### config.mk
export PLATFORM = sky130hd
export DESIGN_NAME = jcr_readback_host
export DESIGN_NICKNAME = d
export VERILOG_FILES = /design/src/jcr_pkg.sv /design/src/jcr_readback_host.sv
export VERILOG_INCLUDE_DIRS = /design/src
export SDC_FILE = /design/constraint.sdc
export NUM_CORES = 1
export LEC_CHECK = 0
export BUFFER_PORTS_ARGS = -buffer_cell sky130_fd_sc_hd__buf_2
export CAP_MARGIN = 5
export CELL_PAD_IN_SITES_DETAIL_PLACEMENT = 1
export CELL_PAD_IN_SITES_GLOBAL_PLACEMENT = 2
export CORE_MARGIN = 2
export CORE_UTILIZATION = 50
export DETAILED_ROUTE_END_ITERATION = 7
export MAX_ROUTING_LAYER = met4
export PLACE_DENSITY = 0.82
export SETUP_SLACK_MARGIN = 0.05
export SLEW_MARGIN = 15
export SYNTH_ARGS = -nofsm -noshare
export SYNTH_HDL_FRONTEND = slang
export SYNTH_SLANG_ARGS = --single-unit
### constraint.sdc
create_clock -name clock_i -period 9.9 [get_ports clock_i]
set_input_delay 0.99 -clock clock_i [delete_from_list [all_inputs] [get_ports clock_i]]
set_output_delay 0.99 -clock clock_i [all_outputs]
set_load 0.02 [all_outputs]
### src/jcr_defines.svh
/*
 jtag_config_readback constants: tap walk counts, opcodes, packet words,
 clock divider. Assumes a 100 MHz system clock.
*/
`ifndef JCR_DEFINES_SVH
`define JCR_DEFINES_SVH
`define JCR_CLK_MHZ 100
`define JCR_TCK_NS 100
`define JCR_TCK_HALF ((`JCR_TCK_NS * `JCR_CLK_MHZ) / 2000)
`define JCR_OP_SHUTDOWN 6'h0d
`define JCR_OP_CFG_WRITE 6'h05
`define JCR_OP_CFG_READ 6'h04
`define JCR_OP_BITS 5
`define JCR_RESET_CLKS 5
`define JCR_RTI_CLKS 12
`define JCR_PKT_CLKS 287
`define JCR_PKT_LAST 287
`define JCR_PKT_WORDS 9
`define JCR_SYNC_WORD 32'haa995566
`define JCR_HDR_FAR_WR 32'h30002001
`define JCR_START_ADDR 32'h00000000
`define JCR_HDR_CMD_WR 32'h30008001
`define JCR_CMD_READBACK 32'h00000007
`define JCR_HDR_FRO_RD 32'h28006000
`define JCR_HDR_TYPE2 32'h40002922
`define JCR_PAD_WORD 32'h20000000
`define JCR_READ_WORDS 10530
`define JCR_LAST_STEP 25
`endif

### src/jcr_pkg.sv
/*
 jtag_config_readback types. Assumes jcr_defines.svh for the numbers.
*/
`default_nettype none
package jcr_pkg;
    typedef enum logic [1:0] {
        JCR_IDLE = 2'b00,
        JCR_RUN = 2'b01,
        JCR_DONE = 2'b11
    } jcr_state_t;
    typedef enum logic [1:0] {
        JCR_SRC_ZERO = 2'b00,
        JCR_SRC_OPCODE = 2'b01,
        JCR_SRC_PACKET = 2'b10,
        JCR_SRC_CAPTURE = 2'b11
    } jcr_src_t;
endpackage
`default_nettype wire

### src/jcr_readback_host.sv
/*
 jtag_config_readback host: walks a device tap through shutdown, packet
 load and frame readout, and queues the readback words in a fifo.
 Assumes the device tap follows standard state transitions; tdo_i is
 asynchronous and tck_o is made here by dividing clock_i.
*/
// Summary of operation
// - shift five shutdown opcode bits lsb first, tms low.
// - last ir bit zero with tms high, then one more tms-high clock.
// - twelve tck in run-test-idle while the device shuts down.
// - from idle: two tms-high then two tms-low clocks to shift-ir.
// - five config-write opcode bits lsb first, last zero with tms high.
// - from ir exit: two tms-high, two tms-low clocks to shift-dr.
// - packets msb first: sync word, address header, zero start address.
// - command header, readback command, then frame readout read header.
// - type-two word count header, then pad words end the stream.
// - 287 packet bits tms low, final zero bit with tms high.
// - after shift-dr: three tms-high, two tms-low clocks to shift-ir.
// - five config-read opcode bits lsb first, last zero with tms high.
// - readout shifts one tdo bit per clock, tms low, tdi ignored.
// - last readout bit arrives with tms high; then three high, two low.
// - read one extra frame; host discards the first frame.
// - start with five tms-high clocks, then one tms-low into idle.
`timescale 1ns/1ps
`default_nettype none
`include "jcr_defines.svh"

module jcr_fifo #(
    parameter int WIDTH = 32,
    parameter int DEPTH = 8
) (
    input wire logic clock_i,
    input wire logic arst_n_i,
    input wire logic in_valid_i,
    output logic in_ready_o,
    input wire logic [WIDTH-1:0] in_data_i,
    output logic out_valid_o,
    input wire logic out_ready_i,
    output logic [WIDTH-1:0] out_data_o
);
    localparam int AW = $clog2(DEPTH);
    logic [WIDTH-1:0] mem [DEPTH];
    logic [AW-1:0] wptr_reg, wptr_next, rptr_reg, rptr_next;
    logic [AW:0] cnt_reg, cnt_next;
    logic full_reg, full_next, empty_reg, empty_next;
    logic do_wr, do_rd;

    always_comb begin
        do_wr = in_valid_i && !full_reg;
        do_rd = out_ready_i && !empty_reg;
        wptr_next = wptr_reg;
        rptr_next = rptr_reg;
        if (do_wr) begin
            wptr_next = (wptr_reg == AW'(DEPTH - 1)) ? '0 : wptr_reg + 1'b1;
        end
        if (do_rd) begin
            rptr_next = (rptr_reg == AW'(DEPTH - 1)) ? '0 : rptr_reg + 1'b1;
        end
        cnt_next = cnt_reg + {{AW{1'b0}}, do_wr} - {{AW{1'b0}}, do_rd};
        full_next = (cnt_next == (AW+1)'(DEPTH));
        empty_next = (cnt_next == '0);
    end

    always_ff @(posedge clock_i or negedge arst_n_i) begin
        if (!arst_n_i) begin
            wptr_reg <= '0;
            rptr_reg <= '0;
            cnt_reg <= '0;
            full_reg <= 1'b0;
            empty_reg <= 1'b1;
        end else begin
            wptr_reg <= wptr_next;
            rptr_reg <= rptr_next;
            cnt_reg <= cnt_next;
            full_reg <= full_next;
            empty_reg <= empty_next;
        end
    end

    // storage has no reset; empty_reg guards every read
    always_ff @(posedge clock_i) begin
        if (do_wr) begin
            mem[wptr_reg] <= in_data_i;
        end
    end

    assign in_ready_o = !full_reg;
    assign out_valid_o = !empty_reg;
    assign out_data_o = mem[rptr_reg];
endmodule // jcr_fifo

module jcr_readback_host #(
    parameter int READ_WORDS = `JCR_READ_WORDS,
    parameter int FRAME_WORDS = 32,
    parameter int FIFO_DEPTH = 8
) (
    input wire logic clock_i,
    input wire logic arst_n_i,
    input wire logic start_i,
    output logic busy_o,
    output logic done_o,
    output logic tck_o,
    output logic tms_o,
    output logic tdi_o,
    input wire logic tdo_i,
    output logic [31:0] rd_data_o,
    output logic rd_valid_o,
    input wire logic rd_ready_i
);
    localparam int CW = 24;
    localparam logic [7:0] HALF = 8'(`JCR_TCK_HALF);
    localparam logic [CW-1:0] READ_BITS = CW'(READ_WORDS * 32);
    localparam logic [5:0] OP_SHD = `JCR_OP_SHUTDOWN;
    localparam logic [31:0] SYNC_W = `JCR_SYNC_WORD;
    logic busy_reg, busy_next;

    jcr_pkg::jcr_state_t state_reg, state_next;
    logic [4:0] step_reg, step_next;
    logic [CW-1:0] bit_reg, bit_next;
    logic [7:0] div_reg, div_next;
    logic tck_reg, tck_next, tms_reg, tms_next, tdi_reg, tdi_next;
    logic done_reg, done_next;
    logic [31:0] sh_reg, sh_next;
    logic [CW-1:0] word_reg, word_next;
    logic [2:0] tdo_sync_reg;
    logic tdo_val_reg;
    logic push, fifo_ready;
    logic [31:0] push_data;

    // tms level, tdi source and clock count of each walk step
    function automatic logic step_tms(input logic [4:0] s);
        unique case (s)
            5'd0, 5'd2, 5'd5, 5'd6, 5'd8, 5'd11, 5'd12, 5'd15, 5'd16,
            5'd19, 5'd20, 5'd23, 5'd24: step_tms = 1'b1;
            default: step_tms = 1'b0;
        endcase
    endfunction

    function automatic jcr_pkg::jcr_src_t step_src(input logic [4:0] s);
        unique case (s)
            5'd4, 5'd10, 5'd18: step_src = jcr_pkg::JCR_SRC_OPCODE;
            5'd14, 5'd15: step_src = jcr_pkg::JCR_SRC_PACKET;
            5'd22, 5'd23: step_src = jcr_pkg::JCR_SRC_CAPTURE;
            default: step_src = jcr_pkg::JCR_SRC_ZERO;
        endcase
    endfunction

    function automatic logic [CW-1:0] step_len(input logic [4:0] s);
        unique case (s)
            5'd0: step_len = CW'(`JCR_RESET_CLKS);
            5'd2, 5'd3, 5'd8, 5'd9, 5'd12, 5'd13, 5'd17, 5'd20, 5'd21,
            5'd25: step_len = CW'(2);
            5'd4, 5'd10, 5'd18: step_len = CW'(`JCR_OP_BITS);
            5'd7: step_len = CW'(`JCR_RTI_CLKS);
            5'd14: step_len = CW'(`JCR_PKT_CLKS);
            5'd16, 5'd24: step_len = CW'(3);
            5'd22: step_len = READ_BITS - 1'b1;
            default: step_len = CW'(1);
        endcase
    endfunction

    function automatic logic [31:0] pkt_word(input logic [3:0] w);
        unique case (w)
            4'd0: pkt_word = `JCR_SYNC_WORD;
            4'd1: pkt_word = `JCR_HDR_FAR_WR;
            4'd2: pkt_word = `JCR_START_ADDR;
            4'd3: pkt_word = `JCR_HDR_CMD_WR;
            4'd4: pkt_word = `JCR_CMD_READBACK;
            4'd5: pkt_word = `JCR_HDR_FRO_RD;
            4'd6: pkt_word = `JCR_HDR_TYPE2;
            default: pkt_word = `JCR_PAD_WORD;
        endcase
    endfunction

    function automatic logic step_tdi(input logic [4:0] s,
                                      input logic [CW-1:0] b);
        logic [CW-1:0] pb;
        logic [5:0] op;
        logic [31:0] pw;
        pb = (s == 5'd15) ? CW'(`JCR_PKT_LAST) : b;
        op = (s == 5'd4) ? `JCR_OP_SHUTDOWN :
             (s == 5'd10) ? `JCR_OP_CFG_WRITE : `JCR_OP_CFG_READ;
        pw = pkt_word(pb[8:5]);
        unique case (step_src(s))
            jcr_pkg::JCR_SRC_OPCODE: step_tdi = op[b[2:0]];
            jcr_pkg::JCR_SRC_PACKET:
                step_tdi = pw[5'd31 - pb[4:0]];
            default: step_tdi = 1'b0;
        endcase
    endfunction

    // tdo changes only once two synchroniser stages agree
    always_ff @(posedge clock_i or negedge arst_n_i) begin
        if (!arst_n_i) begin
            tdo_sync_reg <= 3'h0;
            tdo_val_reg <= 1'b0;
        end else begin
            tdo_sync_reg <= {tdo_sync_reg[1:0], tdo_i};
            if (tdo_sync_reg[1] == tdo_sync_reg[2]) begin
                tdo_val_reg <= tdo_sync_reg[2];
            end
        end
    end

    always_comb begin
        state_next = state_reg;
        step_next = step_reg;
        bit_next = bit_reg;
        div_next = div_reg;
        tck_next = tck_reg;
        tms_next = tms_reg;
        tdi_next = tdi_reg;
        sh_next = sh_reg;
        word_next = word_reg;
        done_next = 1'b0;
        push = 1'b0;
        push_data = {sh_reg[30:0], tdo_val_reg};
        unique case (state_reg)
            jcr_pkg::JCR_IDLE: begin
                if (start_i) begin
                    state_next = jcr_pkg::JCR_RUN;
                    step_next = 5'd0;
                    bit_next = '0;
                    div_next = 8'h00;
                    word_next = '0;
                    tck_next = 1'b0;
                    tms_next = step_tms(5'd0);
                    tdi_next = 1'b0;
                end
            end
            jcr_pkg::JCR_RUN: begin
                if (div_reg != HALF - 1'b1) begin
                    div_next = div_reg + 1'b1;
                end else if (!tck_reg) begin
                    // in readout steps tck is held low while the fifo cannot take a word
                    if (step_src(step_reg) != jcr_pkg::JCR_SRC_CAPTURE ||
                        fifo_ready) begin
                        tck_next = 1'b1;
                        div_next = 8'h00;
                        if (step_src(step_reg) == jcr_pkg::JCR_SRC_CAPTURE)
                        begin
                            sh_next = push_data;
                            if (bit_reg[4:0] == 5'h1f ||
                                step_reg == 5'd23) begin
                                word_next = word_reg + 1'b1;
                                push = (word_reg >= CW'(FRAME_WORDS));
                            end
                        end
                    end
                end else begin
                    tck_next = 1'b0;
                    div_next = 8'h00;
                    if (bit_reg == step_len(step_reg) - 1'b1) begin
                        bit_next = '0;
                        if (step_reg == 5'(`JCR_LAST_STEP)) begin
                            state_next = jcr_pkg::JCR_DONE;
                            step_next = step_reg;
                        end else begin
                            step_next = step_reg + 1'b1;
                        end
                    end else begin
                        bit_next = bit_reg + 1'b1;
                    end
                    // tms and tdi change only in the low half of tck
                    tms_next = (state_next == jcr_pkg::JCR_DONE) ? 1'b0 :
                               step_tms(step_next);
                    tdi_next = (state_next == jcr_pkg::JCR_DONE) ? 1'b0 :
                               step_tdi(step_next, bit_next);
                end
            end
            jcr_pkg::JCR_DONE: begin
                state_next = jcr_pkg::JCR_IDLE;
                done_next = 1'b1;
            end
            default: state_next = jcr_pkg::JCR_IDLE;
        endcase
        busy_next = (state_next == jcr_pkg::JCR_RUN);
    end

    always_ff @(posedge clock_i or negedge arst_n_i) begin
        if (!arst_n_i) begin
            state_reg <= jcr_pkg::JCR_IDLE;
            step_reg <= 5'd0;
            bit_reg <= '0;
            div_reg <= 8'h00;
            tck_reg <= 1'b0;
            tms_reg <= 1'b1;
            tdi_reg <= 1'b0;
            sh_reg <= 32'h00000000;
            word_reg <= '0;
            done_reg <= 1'b0;
            busy_reg <= 1'b0;
        end else begin
            state_reg <= state_next;
            step_reg <= step_next;
            bit_reg <= bit_next;
            div_reg <= div_next;
            tck_reg <= tck_next;
            tms_reg <= tms_next;
            tdi_reg <= tdi_next;
            sh_reg <= sh_next;
            word_reg <= word_next;
            done_reg <= done_next;
            busy_reg <= busy_next;
        end
    end

    jcr_fifo #(
        .WIDTH(32),
        .DEPTH(FIFO_DEPTH)
    ) u_fifo (
        .clock_i(clock_i),
        .arst_n_i(arst_n_i),
        .in_valid_i(push),
        .in_ready_o(fifo_ready),
        .in_data_i(push_data),
        .out_valid_o(rd_valid_o),
        .out_ready_i(rd_ready_i),
        .out_data_o(rd_data_o)
    );

    assign tck_o = tck_reg;
    assign tms_o = tms_reg;
    assign tdi_o = tdi_reg;
    assign busy_o = busy_reg;
    assign done_o = done_reg;

    wire running = (state_reg == jcr_pkg::JCR_RUN);

    a_tms_low_phase: assert property (
        @(posedge clock_i) disable iff (!arst_n_i)
        $changed(tms_reg) && running |-> !tck_reg)
        else $error("tms changed while tck high");
    a_reset_walk: assert property (
        @(posedge clock_i) disable iff (!arst_n_i)
        running && step_reg == 5'd0 |-> tms_reg && !tdi_reg)
        else $error("reset walk tms not high");
    a_ir_exit_bit: assert property (
        @(posedge clock_i) disable iff (!arst_n_i)
        running && (step_reg == 5'd5 || step_reg == 5'd19)
        |-> tms_reg && !tdi_reg)
        else $error("ir exit bit wrong");
    a_rti_hold: assert property (
        @(posedge clock_i) disable iff (!arst_n_i)
        running && step_reg == 5'd7 |-> !tms_reg)
        else $error("tms high during shutdown wait");
    a_shutdown_op: assert property (
        @(posedge clock_i) disable iff (!arst_n_i)
        running && step_reg == 5'd4 && tck_reg
        |-> !tms_reg && tdi_reg == OP_SHD[bit_reg[2:0]])
        else $error("shutdown opcode bit wrong");
    a_sync_first: assert property (
        @(posedge clock_i) disable iff (!arst_n_i)
        running && step_reg == 5'd14 && bit_reg < CW'(32) && tck_reg
        |-> tdi_reg == SYNC_W[5'd31 - bit_reg[4:0]])
        else $error("sync word bit wrong");
    a_pkt_exit: assert property (
        @(posedge clock_i) disable iff (!arst_n_i)
        running && step_reg == 5'd15 |-> tms_reg && !tdi_reg)
        else $error("packet exit bit wrong");
    a_read_tms: assert property (
        @(posedge clock_i) disable iff (!arst_n_i)
        running && step_reg == 5'd22 |-> !tms_reg && !tdi_reg)
        else $error("readout tms not low");
    a_read_exit: assert property (
        @(posedge clock_i) disable iff (!arst_n_i)
        running && step_reg == 5'd23 |-> tms_reg)
        else $error("last readout bit without tms high");
    a_pad_discard: assert property (
        @(posedge clock_i) disable iff (!arst_n_i)
        push |-> word_reg >= CW'(FRAME_WORDS))
        else $error("pad frame word queued");
    a_stall_full: assert property (
        @(posedge clock_i) disable iff (!arst_n_i)
        running && !fifo_ready && step_src(step_reg) ==
        jcr_pkg::JCR_SRC_CAPTURE && !tck_reg |=> !tck_reg)
        else $error("tck rose while fifo full");
endmodule // jcr_readback_host
`default_nettype wire

==> results.md <==
* Nets at 1180
* Kind of critical path: flip-flop to flip-flop
* Fillers at 3112
* Reg2reg end: tdi_o
* Clock share of power at 32.4%
* Synthesized Nets at 1131
* Max reg flops at 256
* Synth Area in Adders at 2.30%
* Area grow syn2layout at 12.0%
* Leakage at 6.47 nW
* Routed WL per cell at 22.7 um
* Synth Area per Inst at 15.0 sq um
* Async S/R FF share, synth at 31.0%
* CTS Hold Bufs at 0
* Switching Fraction at 31.5%
* Final number of hold-violating endpoints at 0
* Post-Synth XOR/XNOR Area at 2.67%
* Ratio of total power to cell area at 241 nW/um^2
* Worst reg2reg startpoint: step_reg[2]
* Number of synthesized flops with an enable pin at 256
* Clk sink count at 371
* Antenna Nets Post-Route at 0
* Synth top area share at 46.7%
* Top achievable clock speed at 154 MHz
* CTS resizes at 0
* First-pass GRT wire length at 57800 um
* Most frequent cells in the layout: 256 x edfxtp_1, 110 x dfrtp_1, 79 x nand2_1
* Total Wirelength at 36700 um
* Combinational Power Share at 22.8%
* Sink of the worst hold path: tdo_sync_reg[1]
* Non-Filler Instances at 1620
* Max Cap Viol at 0
* YS warnings at 0
* Period Utilization, post-route at 65.8%
* Maximum vdd drop at 0.133 mV
* Post-CTS Setup Bufs at 0
* Sum of negative setup slack at 0 ns
* Simple-gate share of the synthesized area at 9.42%
* Core ar. at 32500 sq um
* Synth cell types at 82
* Setup violations, final at 0
* Util after Layout at 56.8%
* I/O pin cnt at 43
* Seq cells post-synth at 371
* Mux cell area share after synthesis at 14.0%
* Htree depth at 2
* Crit. End Element: flip-flop
* RSZ-0062 raised after global routing: no
* DRT Pass-1 Iters at 4
* NetSw at 1.40 mW
* Inserted Clock Buffers at 39
* Die area at 34400 sq um
* Sequential element share of the synthesized area at 64.2%
* Clock root buffer: clkbuf_16
* Clock transition at path regs at 0.06 ns
* Clock Path Buffers at 3
* HP Class: flip-flop to flip-flop
* Mapped cell area at 16500 sq um
* Most area-consuming cells after synthesis: edfxtp_1 47%, dfrtp_1 17%, mux4_2 8.8%, mux2_2 4.5%, ha_1 2.1%
* DIE HEIGHT at 185 um
* Commonest non-fill, non-tap cell in the layout: edfxtp_1
* Synthesized netlist cell count at 1098
* Compound-Gate Fraction of Synth Area at 5.26%
* Worst EP arrival at 6.96 ns
* Starting Density at 50.7%
* FF-to-FF path depth at 26
* Largest family of logic cells by synthesized area: multiplexers
* Initial antenna violation count at 0
* CP Data Required Time at 10.35 ns
* I/O Buffers at 42
* Clock Latency Late Sink at 0.53 ns
* Top FF cell, synth: edfxtp_1
* Slew @ Worst Pin at 1.13 ns
* Final HPWL from detailed placement at 22200 um
* Hold path startpoint: tdo_sync_reg[0]
* Synth area leader: edfxtp_1
* Crit path launch type: flip-flop
* Vias post-DR at 9383
* Seq pwr share at 44.8%
* Hold Crit Depth at 0
* Initial drt markers at 555
* DRC at 0
* Vias in the first global route at 10014
* Number of antenna diodes at 0
* Pint at 3.04 mW
* Slew HR at 24.1%
* Layout cell share with drive strength beyond 1 at 23.7%
* TritonCTS clock tree: built
* Final Slew Violations at 0
* Die X at 185 um
* Max Clock Skew at 0.0166 ns
* # rows at 66
* GRT Resource Usage Total at 22.7%
* Placed Cells at 1548
* RePlAce Congestion at 0.824
* Largest net degree at the start of global routing at 60
* Crit path max fanout at 27
* Reg2reg setup slack at 3.39 ns
* GRT overflow at 0
* Outcome: complete, no violations
* Period minus WS final at 6.51 ns
* Via/cell ratio at 5.79
* Final hold slack at 0.349 ns
[cells by family (layout without fill, tap and decap cells)]
kind of cell | Yosys count | count (layout)
buffers and inverters | 81 | 161
adders and majority gates | 30 | 30
muxes | 142 | 142
and+or+nand+nor | 291 | 291
AOI/OAI and AO/OA | 135 | 135
DFF | 371 | 371
xor gates and xnor gates | 48 | 48
[area by class of cell]
type / instances / area, sq um / area share, %
clock buffers: 52 / 1100 / 5.94
clock inverters: 20 / 173 / 0.936
inverters: 31 / 116 / 0.631
multi-input cells: 646 / 5600 / 30.3
flip-flops and latches: 371 / 10600 / 57.3
well taps: 442 / 553 / 3.00
repair buffers: 58 / 337 / 1.82
[power groups by stage]
stage / clock network [mW] / logic [mW] / registers [mW]
floorplan: 0 / 0.935 / 1.85
global placement: 0 / 0.995 / 2.02
detailed placement: 0 / 1.02 / 2.02
CTS: 1.47 / 1.02 / 1.99
global route: 1.52 / 1.13 / 2.02
finish: 1.44 / 1.01 / 1.99
[worst max path at each step]
stage	slack [ns]	startpoint	to
detailed placement	3.37	step_reg[2]	tdi_o
CTS	3.35	step_reg[2]	tdi_o
global placement	3.75	step_reg[2]	tdi_o
finish	3.39	step_reg[2]	tdi_o
global route	2.86	step_reg[2]	tdi_o
floorplan	4.40	step_reg[2]	u_fifo.mem[4][0]
[stage by stage]
stage,worst slack [ns],power [mW],cell area [sq um]
after floorplan,4.40,2.78,16500
after global placement,3.75,3.01,17200
after detailed placement,3.37,3.04,17200
after CTS,3.35,4.49,18400
after global routing,2.86,4.67,18400
final,3.39,4.44,18400
[worst max-delay path, stage by stage (launching register included)]
cell and delay (ns):
dfrtp_1 0.93, mux2_1 0.39, o21ai_1 0.14, o21a_1 0.19, inv_1 0.05, ha_1 0.23, nand4_2 0.14, ha_1 0.28
xor2_1 0.15, nor3_1 0.19, o31a_1 0.17, o2111ai_1 0.13, or4b_4 0.54, nor3_4 0.41, nand2_1 0.24, xnor2_1 0.35
inv_1 0.12, ha_1 0.23, mux2i_1 0.14, nor2_1 0.07, a21o_1 0.16, ha_1 0.28, nor3_1 0.24, nand2_1 0.11
nor4b_1 0.28, o21ai_0 0.15, nand4_1 0.11
[cells in the mapped netlist, drive strengths merged, types with 3 or more instances]
cell type	number
o211ai	3
nand4	10
or3	10
nand4b	6
nand2	79
or4b	3
a21o	6
and2	7
edfxtp	256
a21oi	20
inv	31
and3	24
nor4	12
o21ai	63
nor3b	3
mux2	68
xnor2	24
mux4	64
nand3	33
nor2b	9
o22ai	4
dfrtp	113
a31oi	8
buf	19
nand3b	4
xor2	24
ha	27
nor2	53
mux2i	10
nand2b	8
o31ai	6
a22o	3
a211o	3
nor3	18
clkbuf	31
[layer usage]
layer | GRT usage [%] | vias to the layer above | routed length, um
met3 | 2.82 | 50 | 1180
met2 | 39.0 | 139 | 19100
met1 | 29.0 | 4892 | 15800
li1 | - | 4302 | -
met5 | - | - | 0
met4 | 5.08 | 0 | 649
Note: power is estimated with default switching activity, not from simulation.
